$ cat src/rtl/csfr_pkg.sv
// Constants, field layouts and carrier types for the charger status and fault bank.
// Assumes one 100 MHz clock; all analog condition levels arrive asynchronously.
// Notes on behaviour
// - Input current limit spans 50 to 6400 mA in 50 mA steps from high byte.
// - Code zero means 50 mA; the offset adds to the weighted code sum.
// - Input overvoltage, overcurrent and reverse fault flags latch; read clears them once fault is gone.
// - System overvoltage and short flags latch until the host writes zero there.
// - Forced shutdown flag clears only when the force latch-off control is disabled.
// - After reset the fault register reads forced shutdown and reverse overvoltage set.
// - Status bit 7 shows input present, bus above conversion threshold.
// - Status bit 6 shows the current optimizer has finished.
// - Status bit 5 shows peak-assist mode is active.
// - Status bit 4 shows input voltage loop forward, or output voltage loop reverse.
// - Status bit 3 shows input current loop forward, or discharge loop reverse.
// - Status bit 2 shows fast charge.
// - Status bit 1 shows precharge.
// - Status bit 0 shows reverse output mode.
// - Alert source bits 7 to 2 record each alert trigger level; these do not pulse processor-hot.
// - Bus dropping below conversion threshold pulses processor-hot and sets bit 0.
// - Pulse length select: 00 100us, 01 1ms, 10 10ms, 11 5ms; default 10ms.
package csfr_pkg;

    // ******************************************************************
    // Register map
    // ******************************************************************
    localparam logic [7:0] OFF_INPUT_CURRENT_LOW  = 8'h0E;
    localparam logic [7:0] OFF_INPUT_CURRENT_HIGH = 8'h0F;
    localparam logic [7:0] OFF_FAULT_FLAGS        = 8'h20;
    localparam logic [7:0] OFF_OPERATING_STATUS   = 8'h21;
    localparam logic [7:0] OFF_ALERT_SOURCE       = 8'h22;

    localparam logic [7:0] RST_INPUT_CURRENT_LOW  = 8'h00;
    localparam logic [7:0] RST_INPUT_CURRENT_HIGH = 8'h41;
    localparam logic [7:0] RST_FAULT_FLAGS        = 8'h06;
    localparam logic [7:0] RST_ALERT_SOURCE       = 8'h00;
    localparam logic [7:0] UNMAPPED_READ          = 8'h00;

    // ******************************************************************
    // Fault flag fields
    // ******************************************************************
    localparam int FLT_INPUT_OV    = 7;
    localparam int FLT_BATTERY_OC  = 6;
    localparam int FLT_INPUT_OC    = 5;
    localparam int FLT_SYSTEM_OV   = 4;
    localparam int FLT_SYSTEM_SHORT = 3;
    localparam int FLT_FORCED_OFF  = 2;
    localparam int FLT_REVERSE_OV  = 1;
    localparam int FLT_REVERSE_UV  = 0;
    // Flags cleared by a read once their fault has gone
    localparam logic [7:0] FLT_READ_CLEAR_MASK  = 8'hE3;
    localparam logic [7:0] FLT_WRITE_CLEAR_MASK = 8'h18;

    // Alert source fields
    localparam int ALR_CELL_LOSS    = 1;
    localparam int ALR_ADAPTER_LOSS = 0;

    // ******************************************************************
    // Input current limit
    // ******************************************************************
    localparam int          CUR_CODE_W    = 7;
    localparam int          CUR_MA_W      = 13;
    localparam logic [12:0] CUR_STEP_MA   = 13'h0032;
    localparam logic [12:0] CUR_OFFSET_MA = 13'h0032;

    // ******************************************************************
    // Pulse timing
    // ******************************************************************
    localparam int PULSE_CNT_W   = 21;
    localparam int CLK_PERIOD_NS = 10;
    localparam int PULSE_SEL_100US_NS = 100_000;
    localparam int PULSE_SEL_1MS_NS   = 1_000_000;
    localparam int PULSE_SEL_10MS_NS  = 10_000_000;
    localparam int PULSE_SEL_5MS_NS   = 5_000_000;
    localparam logic [PULSE_CNT_W-1:0] CYC_100US = PULSE_CNT_W'(PULSE_SEL_100US_NS / CLK_PERIOD_NS);
    localparam logic [PULSE_CNT_W-1:0] CYC_1MS   = PULSE_CNT_W'(PULSE_SEL_1MS_NS / CLK_PERIOD_NS);
    localparam logic [PULSE_CNT_W-1:0] CYC_10MS  = PULSE_CNT_W'(PULSE_SEL_10MS_NS / CLK_PERIOD_NS);
    localparam logic [PULSE_CNT_W-1:0] CYC_5MS   = PULSE_CNT_W'(PULSE_SEL_5MS_NS / CLK_PERIOD_NS);
    localparam logic [1:0] PULSE_SEL_DEFAULT = 2'h2;

    typedef enum logic [1:0] {
        CSFR_PW_100US = 2'b00,
        CSFR_PW_1MS   = 2'b01,
        CSFR_PW_10MS  = 2'b10,
        CSFR_PW_5MS   = 2'b11
    } csfr_width_e;

    // ******************************************************************
    // Asynchronous condition levels from the power stage
    // ******************************************************************
    typedef struct packed {
        logic       input_overvoltage;
        logic       battery_overcurrent;
        logic       input_overcurrent;
        logic       system_overvoltage;
        logic       system_short;
        logic       forced_shutdown;
        logic       reverse_overvoltage;
        logic       reverse_undervoltage;
        logic       bus_above_conversion;
        logic       current_optimizer_done;
        logic       peak_assist_mode;
        logic       input_voltage_loop;
        logic       output_voltage_loop;
        logic       input_current_loop;
        logic       discharge_current_loop;
        logic       fast_charge;
        logic       precharge;
        logic       reverse_output_mode;
        logic [5:0] alert_trigger;
        logic       cell_below_loss;
    } csfr_cond_s;

    localparam int COND_W = $bits(csfr_cond_s);

endpackage

$ cat src/rtl/csfr_regs.sv
// Status and fault register bank of the charger, with one-shot processor-hot pulse.
// Assumes a byte register port from the serial management front end, one-cycle strobes.
`timescale 1ns/1ps
module csfr_regs
    import csfr_pkg::*;
#(
    parameter logic [PULSE_CNT_W-1:0] PULSE_100US = CYC_100US,
    parameter logic [PULSE_CNT_W-1:0] PULSE_1MS   = CYC_1MS,
    parameter logic [PULSE_CNT_W-1:0] PULSE_10MS  = CYC_10MS,
    parameter logic [PULSE_CNT_W-1:0] PULSE_5MS   = CYC_5MS
) (
    // Clock and reset
    input  wire logic                  CLOCK,
    input  wire logic                  RST_N,
    // Register port
    input  wire logic [7:0]            REG_ADDR,
    input  wire logic                  REG_WR,
    input  wire logic                  REG_RD,
    input  wire logic [7:0]            REG_WDATA,
    output logic      [7:0]            REG_RDATA,
    // Controls held elsewhere in the device
    input  wire logic                  FORCE_LATCHOFF_EN,
    input  wire logic [1:0]            PULSE_WIDTH_SEL,
    // Power stage conditions
    input  wire csfr_cond_s            COND,
    // Outputs
    output logic                       PROCHOT_N,
    output logic      [CUR_MA_W-1:0]   INPUT_CURRENT_LIMIT_MA
);

    function automatic logic hit(input logic [7:0] addr, input logic [7:0] off);
        hit = (addr == off);
    endfunction

    // ******************************************************************
    // Input synchronisers and agreement filter
    // ******************************************************************
    logic [COND_W-1:0] sync1;
    logic [COND_W-1:0] sync2;
    logic [COND_W-1:0] sync3;
    logic [COND_W-1:0] filt;
    csfr_cond_s        c;

    genvar gi;
    generate
        for (gi = 0; gi < COND_W; gi++) begin : g_sync
            always_ff @(posedge CLOCK) begin
                if (!RST_N) begin
                    sync1[gi] <= 1'b0;
                    sync2[gi] <= 1'b0;
                    sync3[gi] <= 1'b0;
                    filt[gi]  <= 1'b0;
                end else begin
                    sync1[gi] <= COND[gi];
                    sync2[gi] <= sync1[gi];
                    sync3[gi] <= sync2[gi];
                    // Short glitches that stages two and three disagree on are dropped
                    if (sync2[gi] == sync3[gi]) begin
                        filt[gi] <= sync3[gi];
                    end
                end
            end
        end
    endgenerate

    assign c = csfr_cond_s'(filt);

    // ******************************************************************
    // Access decode
    // ******************************************************************
    wire        wr_cur_low  = REG_WR && hit(REG_ADDR, OFF_INPUT_CURRENT_LOW);
    wire        wr_cur_high = REG_WR && hit(REG_ADDR, OFF_INPUT_CURRENT_HIGH);
    wire        wr_fault    = REG_WR && hit(REG_ADDR, OFF_FAULT_FLAGS);
    wire        rd_fault    = REG_RD && hit(REG_ADDR, OFF_FAULT_FLAGS);
    wire        rd_alert    = REG_RD && hit(REG_ADDR, OFF_ALERT_SOURCE);

    // ******************************************************************
    // Registers
    // ******************************************************************
    logic [7:0] cur_low;
    logic [7:0] cur_high;
    logic [7:0] fault;
    logic [7:0] alert;
    logic       bus_prev;
    logic       cell_prev;

    // Stored so the host can read back and preserve it
    always_ff @(posedge CLOCK) begin
        if (!RST_N) begin
            cur_low <= RST_INPUT_CURRENT_LOW;
        end else if (wr_cur_low) begin
            cur_low <= REG_WDATA;
        end
    end

    always_ff @(posedge CLOCK) begin
        if (!RST_N) begin
            cur_high <= RST_INPUT_CURRENT_HIGH;
        end else if (wr_cur_high) begin
            cur_high <= REG_WDATA;
        end
    end

    wire [CUR_MA_W-1:0] next_limit_ma =
        CUR_MA_W'(cur_high[CUR_CODE_W-1:0] * CUR_STEP_MA) + CUR_OFFSET_MA;

    always_ff @(posedge CLOCK) begin
        if (!RST_N) begin
            INPUT_CURRENT_LIMIT_MA <= CUR_MA_W'(RST_INPUT_CURRENT_HIGH[CUR_CODE_W-1:0])
                                      * CUR_STEP_MA + CUR_OFFSET_MA;
        end else begin
            INPUT_CURRENT_LIMIT_MA <= next_limit_ma;
        end
    end

    // ******************************************************************
    // Fault flags
    // ******************************************************************
    wire [7:0] fault_cond = {c.input_overvoltage, c.battery_overcurrent, c.input_overcurrent,
                             c.system_overvoltage, c.system_short, c.forced_shutdown,
                             c.reverse_overvoltage, c.reverse_undervoltage};

    // A present condition always sets: set wins over any clear in the same cycle
    wire [7:0] rd_clear  = rd_fault ? FLT_READ_CLEAR_MASK : 8'h00;
    wire [7:0] wr_clear  = wr_fault ? (FLT_WRITE_CLEAR_MASK & ~REG_WDATA) : 8'h00;
    wire       off_clear = !FORCE_LATCHOFF_EN;
    wire [7:0] lo_clear  = {5'h00, off_clear, 2'h0};
    wire [7:0] next_fault = fault_cond | (fault & ~(rd_clear | wr_clear | lo_clear));

    always_ff @(posedge CLOCK) begin
        if (!RST_N) begin
            fault <= RST_FAULT_FLAGS;
        end else begin
            fault <= next_fault;
        end
    end

    // ******************************************************************
    // Operating status, live from the filtered levels
    // ******************************************************************
    wire [7:0] status = {
        c.bus_above_conversion,
        c.current_optimizer_done,
        c.peak_assist_mode,
        c.reverse_output_mode ? c.output_voltage_loop : c.input_voltage_loop,
        c.reverse_output_mode ? c.discharge_current_loop : c.input_current_loop,
        c.fast_charge,
        c.precharge,
        c.reverse_output_mode
    };

    // ******************************************************************
    // Alert sources and removal events
    // ******************************************************************
    wire adapter_loss = bus_prev && !c.bus_above_conversion;
    wire cell_loss    = !cell_prev && c.cell_below_loss;
    wire [7:0] alert_set = {c.alert_trigger, cell_loss, adapter_loss};
    // Alert bits are held until read; a trigger in the read cycle survives
    wire [7:0] next_alert = alert_set | (rd_alert ? 8'h00 : alert);

    always_ff @(posedge CLOCK) begin
        if (!RST_N) begin
            alert     <= RST_ALERT_SOURCE;
            bus_prev  <= 1'b0;
            cell_prev <= 1'b0;
        end else begin
            alert     <= next_alert;
            bus_prev  <= c.bus_above_conversion;
            cell_prev <= c.cell_below_loss;
        end
    end

    // ******************************************************************
    // One-shot processor-hot pulse
    // ******************************************************************
    logic [PULSE_CNT_W-1:0] pulse_cnt;
    logic [PULSE_CNT_W-1:0] pulse_len;

    always_comb begin
        case (csfr_width_e'(PULSE_WIDTH_SEL))
            CSFR_PW_100US: pulse_len = PULSE_100US;
            CSFR_PW_1MS:   pulse_len = PULSE_1MS;
            CSFR_PW_10MS:  pulse_len = PULSE_10MS;
            CSFR_PW_5MS:   pulse_len = PULSE_5MS;
            default:       pulse_len = PULSE_10MS;
        endcase
    end

    wire pulse_start = adapter_loss || cell_loss;
    wire [PULSE_CNT_W-1:0] next_pulse_cnt =
        pulse_start ? pulse_len : (pulse_cnt != '0) ? pulse_cnt - 1'b1 : pulse_cnt;

    // Output low exactly for pulse_len cycles; a new event restarts the count
    always_ff @(posedge CLOCK) begin
        if (!RST_N) begin
            pulse_cnt <= '0;
            PROCHOT_N <= 1'b1;
        end else begin
            pulse_cnt <= next_pulse_cnt;
            PROCHOT_N <= (next_pulse_cnt == '0);
        end
    end

    // ******************************************************************
    // Read data
    // ******************************************************************
    logic [7:0] rd_mux;

    always_comb begin
        case (REG_ADDR)
            OFF_INPUT_CURRENT_LOW:  rd_mux = cur_low;
            OFF_INPUT_CURRENT_HIGH: rd_mux = cur_high;
            OFF_FAULT_FLAGS:        rd_mux = fault;
            OFF_OPERATING_STATUS:   rd_mux = status;
            OFF_ALERT_SOURCE:       rd_mux = alert;
            default:                rd_mux = UNMAPPED_READ;
        endcase
    end

    always_ff @(posedge CLOCK) begin
        if (!RST_N) begin
            REG_RDATA <= 8'h00;
        end else if (REG_RD) begin
            REG_RDATA <= rd_mux;
        end
    end

endmodule

$ cat config.mk
export PLATFORM = sky130hd
export DESIGN_NAME = csfr_regs
export DESIGN_NICKNAME = d
export VERILOG_FILES = /design/src/rtl/csfr_pkg.sv /design/src/rtl/csfr_regs.sv
export SDC_FILE = /design/constraint.sdc
export NUM_CORES = 1
export LEC_CHECK = 0
export ABC_AREA = 1
export BUFFER_PORTS_ARGS = -buffer_cell sky130_fd_sc_hd__buf_2
export CAP_MARGIN = 10
export CORE_MARGIN = 1.5
export CORE_UTILIZATION = 53
export DETAILED_ROUTE_END_ITERATION = 6
export HOLD_SLACK_MARGIN = 0.05
export PLACE_DENSITY_LB_ADDON = 0.2
export SETUP_SLACK_MARGIN = 0.15
export SLEW_MARGIN = 0
export SYNTH_ARGS = -nofsm -noshare
export SYNTH_HDL_FRONTEND = slang
export SYNTH_SLANG_ARGS = --single-unit
$ cat constraint.sdc
create_clock -name CLOCK -period 2.8 [get_ports CLOCK]
set_clock_uncertainty 0.1 [all_clocks]
set_input_delay 0.56 -clock CLOCK [delete_from_list [all_inputs] [get_ports CLOCK]]
set_output_delay 0.56 -clock CLOCK [all_outputs]
set_load 0.01 [all_outputs]
Word-level counts from Yosys, hierarchy flattened

Index checks and enable logic that the tools add are counted.

$add $sub $neg: 2
Multipliers: 1
Div/mod/pow operators: 0
Magnitude comparators: 0
Equality and inequality tests: 33
Shift operators: 0
Multiplexer cells: 9
Bitwise operators: 7
Reductions and logical operators: 14

Operator list:

| kind                  | number |
|---|---|
| $pmux 21 s4           | 1 |
| $mux 21               | 2 |
| $pmux 8 s5            | 1 |
| $eq 1x1->1            | 25 |
| $eq 8x6->1 const B    | 3 |
| $logic_not 21->1      | 1 |
| $reduce_bool 21->1    | 1 |
| $sub 21x1->21 const B | 1 |
| $eq 8x4->1 const B    | 2 |
| $mux 8                | 2 |
| $or 8x8->8            | 2 |
| $add 13x6->13 const B | 1 |
| $mul 7x5->12 const B  | 1 |
| $and 8x8->8           | 1 |
| $not 8->8             | 1 |
| $or 8x3->8            | 1 |
| $or 8x5->8            | 1 |
| $logic_and 1x1->1     | 7 |
| $mux 5                | 1 |
| $not 5->5             | 1 |
| $eq 2x2->1 const B    | 2 |
| $logic_not 1->1       | 3 |
| $eq 2x1->1 const B    | 1 |
| $logic_not 2->1       | 1 |
| other kinds (2)       | 3 |

Flip-flop bits (word level): 177
Bits in latches: 0
Memory bits (writable): 0
ROM bits: 0
Input bits: 48
Output and inout port bits: 22
Word-level logic and storage cells: 176
Memories kept: 0

Logic depth before layout (Yosys ltp)

Depth after elaboration: 8
Depth in mapped cells: 14
Gate-level depth less buffers: 14

Least setup slack after synthesis

Ideal clock, no wire load.

Path type: register to register
Start point: register cur_high[2]
End point: register INPUT_CURRENT_LIMIT_MA[12]
Arrival time: 2.627 ns
Data required time: 2.568 ns
Setup slack: -0.059 ns
Cell stages (with the launch flop): 13
Path through: dfxtp_1 -> ha_1 -> ha_1 -> fa_1 -> ha_1 -> a21oi_1 -> nor2_1 -> nor2_1 -> o21ai_0 -> xnor2_1 -> nor2_1 -> nand3b_1 -> a21oi_1

Longest elaborated chain between the ends: 2

Ends and longest elaborated chain:

| item                   | RTL line         | source |
|---|---|---|
| start, declared        | csfr_regs.sv:81  | `logic [7:0] cur_high;` |
| start signal, assigned | csfr_regs.sv:98  | `cur_high <= RST_INPUT_CURRENT_HIGH;` |
| start signal, assigned | csfr_regs.sv:100 | `cur_high <= REG_WDATA;` |
| $mul 7x5->12           | csfr_regs.sv:105 | `CUR_MA_W'(cur_high[CUR_CODE_W-1:0] * CUR_STEP_MA) + CUR_OFFSET_MA;` |
| $add 13x6->13          | csfr_regs.sv:105 |  |
| end signal, assigned   | csfr_regs.sv:109 | `INPUT_CURRENT_LIMIT_MA <= CUR_MA_W'(RST_INPUT_CURRENT_HIGH[CUR_CODE_W-1:0])` |
| end signal, assigned   | csfr_regs.sv:112 | `INPUT_CURRENT_LIMIT_MA <= next_limit_ma;` |
| end, declared          | csfr_regs.sv:28  | `output logic [CUR_MA_W-1:0] INPUT_CURRENT_LIMIT_MA` |

Every way passes these cells.
A chain may end at the register's enable or synchronous reset.

Final worst setup path

Same ends and word-level chain as after synthesis.

==> out/metrics.csv <==
stage,metric,value,unit
placed_design,pre-CTS setup slack,-0.0837,ns
placed_design,DP HPWL,10500,µm
drt,drt total wl,15500,µm
synth,largest area contributor in the synthesized netlist,dfxtp_1,
setup_path,CP endpoint kind,register,
grt,number of global-route vias before repair,5486,
drt,average wire per standard cell,12.7,µm
floorplan,Ports,70,
floorplan,DIE AREA,14400,µm²
grt,global-route wire length before repair,25700,µm
grt,GRT Util Overall,0.224,
floorplan,core area,13300,µm²
placed_design,GP Congestion,0.856,
sta,max-slew violations,0,
cts,CTS hold repair buffers,0,
setup_path,"most used cell, CP",ha_4,
sta,setup TNS,0,ns
cts,CTS H-tree lvls,4,
setup_path,CP top delay family,adder cells,
setup_path,R2R setup slack,0.02,ns
sta,final worst slack,0.0185,ns
setup_path,CP max stage delay,0.45,ns
setup_path,crit-path max FO,6,
sta,Tmin final,2.78,ns
sta,worst slew pin tran,0.689,ns
synth,Yosys cell types,37,
synth,sequential area share after synthesis,0.484,
floorplan,DIE WIDTH,120,µm
sta,Tcrit/Tclk final,0.993,
sta,"Hold Violations, Final",0,
layout,ANT cells,0,
synth,#FFs+latches synth,176,
layout,"commonest non-fill, non-tap cell in the layout",nand2_1,
drt,post-DR vias/cell,4.96,
setup_path,Crit Path Class,reg -> reg,
setup_path,cells along the critical path,ha_4 -> ha_4 -> fa_2 -> ha_4 -> buf_4 -> xnor2_4 -> nand3_2 -> nor2_2 -> nand2_2 -> nor2_4 -> nand2_1 -> nand2_1 -> a21oi_2,
grt,largest net degree at the start of global routing,73,
run,max-cap violations,0,
synth,syn_area_per_cell,7.66,µm²
cts,CTS Buffer Depth,2,
setup_path,Buf/Inv on CP,1,
cts,Skew-Pair Late Insertion Delay,0.43,ns
floorplan,DIE HEIGHT,120,µm
outcome,status,completed,
drt,DRC,0,
sta,RSZ-0062 raised after global routing,true,
synth,"FFs w/ async S/R, synth",0,
cts,CTS sink count,176,
layout,fraction of layout cells with a size suffix above 1,0.162,
sta,relative slew slack,0.538,
layout,fin nets,1115,
cts,Worst-path clk slew,0.07,ns
setup_path,crit path DAT,2.98,ns
synth,Mapped Cells,951,
power,worst vdd ir,0.000479,V
layout,"non-filler cells, final",1221,
layout,most frequent cells in the layout,"206 x nand2_1, 171 x dfxtp_1, 139 x inv_1, 101 x nor2_1, 73 x a21oi_1",
synth,number of enable flip-flop cells after synthesis,0,
floorplan,FP Rows,42,
setup_path,Worst path slowest cell,fa_2,
layout,Syn-to-layout area delta,20.1,%
cts,CTS tree,yes,
grt,initial antenna violation count,0,
synth,post-synthesis net count,1034,
drt,Starting DRT DRC Count,452,
synth,"top cells by area, synth","dfxtp_1 48%, nand2_1 11%, inv_1 7.2%",
placed_design,dpl cells,1183,
sta,fmax,360,MHz
drt,Via Count,6055,
synth,top cell type's share of synthesized area,0.484,
setup_path,crit path launch type,register,
floorplan,initial core utilization,0.545,
synth,YS warnings,0,
sta,Final setup viols,0,
drt,Pre-Repair DR Iteration Count,5,
drt,Detail Route Antenna Nets,0,
synth,ys flop type,dfxtp_1,
grt,gr ovfl total,0,
synth,mapped cell area,7280,µm²
worst_hold_path,Hold WC Path Type,in -> reg,
power,PD cells,808,nW/µm²
cts,Root Buffer,clkbuf_16,
cts,CTS Buf Count,17,
placed_design,Port-buffer cells,68,
setup_path,Worst EP required,3.00,ns
power,Lkg Pwr,4.34,nW
-- worst register-to-register path, delay by kind of cell, from the launching register on --
kind                     cells  cell delay [ns]
XOR/XNOR                     1             0.12
buffers and inverters        1             0.15
adder cells (fa/ha/maj)      4             1.31
flip-flops                   1             0.37
AO/OA/AOI/OAI                1             0.05
AND/OR/NAND/NOR              6             0.57
-- through the flow --
step	util	cell area, µm²	hold slack [ns]	total power, W
finish	0.655	8750	0.207	0.00707
floorplan	-	7310	0.290	0.00428
detailed placement	0.589	7870	0.298	0.00466
CTS	0.649	8670	0.195	0.00710
global route	0.655	8750	0.208	0.00749
global placement	0.589	7870	0.291	0.00462
-- logic make-up (layout without fill, tap and decap cells) --
kind of cell,count (synthesis),in the layout,synth area share
adders and majority gates,35,35,0.0622
AOI/OAI and AO/OA,156,156,0.112
xor gates and xnor gates,16,16,0.0192
DFF,176,176,0.484
buffers and inverters,168,262,0.0892
and+or+nand+nor,399,399,0.233
other,1,1,0.000515
-- Yosys cell counts (3+ instances only) --
library cell	n
a31oi_1	7
nand3b_1	8
nor2_1	105
nor3_1	4
a21oi_1	76
inv_1	140
o21ai_1	3
nand2_1	209
o21ai_0	59
or2_2	4
xor2_1	9
buf_2	3
nand4_1	8
clkbuf_1	18
nand2_2	4
dfxtp_1	176
ha_1	33
nand3_1	49
xnor2_1	7
-- worst paths after layout --
kind / endpoint / from / cells past startpoint
min: sync1[6] / COND[6] / 3
min reg2reg: sync2[22] / sync1[22] / 2
max reg2reg: INPUT_CURRENT_LIMIT_MA[12] / cur_high[2] / 13
max: INPUT_CURRENT_LIMIT_MA[12] / cur_high[2] / 13
-- registers in the layout (all words and copies together), names as in the netlist --
register and count:
REG_RDATA 8, c 19, INPUT_CURRENT_LIMIT_MA 12, fault 8, pulse_cnt 21, PROCHOT_N 1
cell_prev 1, cur_high 8, sync2 25, alert 8, alert_set 6, cur_low 8
sync1 25, sync3 25, bus_prev 1
-- layout make-up --
type	instances	area [µm²]
clock buffers	21	460
well taps	176	220
repair buffers	88	493
multi-input cells	607	3350
inverters	142	533
fillers	1175	4600
flip-flops and latches	176	3530
clock inverters	11	153
-- what timing repair did --
action | 4_1_cts | 5_1_grt
setup endpoints to repair | 5 | 5
buffers inserted | 5 | 1
resized for setup | 27 | 13
pin swaps | 13 | 11
-- per-layer routing --
layer	wire, µm	global-route usage	vias to the layer above
met5	0	0	-
met3	515	0.0458	20
met2	7590	0.380	122
met1	7160	0.282	2746
met4	214	0.0804	0
li1	-	-	3167
-- where the power goes --
part	switching [W]	total, W	internal [W]
combinational	0.00118	0.00182	0.000637
clock	0.000982	0.00244	0.00146
sequential	0.000131	0.00280	0.00267
total	0.00230	0.00707	0.00477
(Power assumes the default switching activity.)
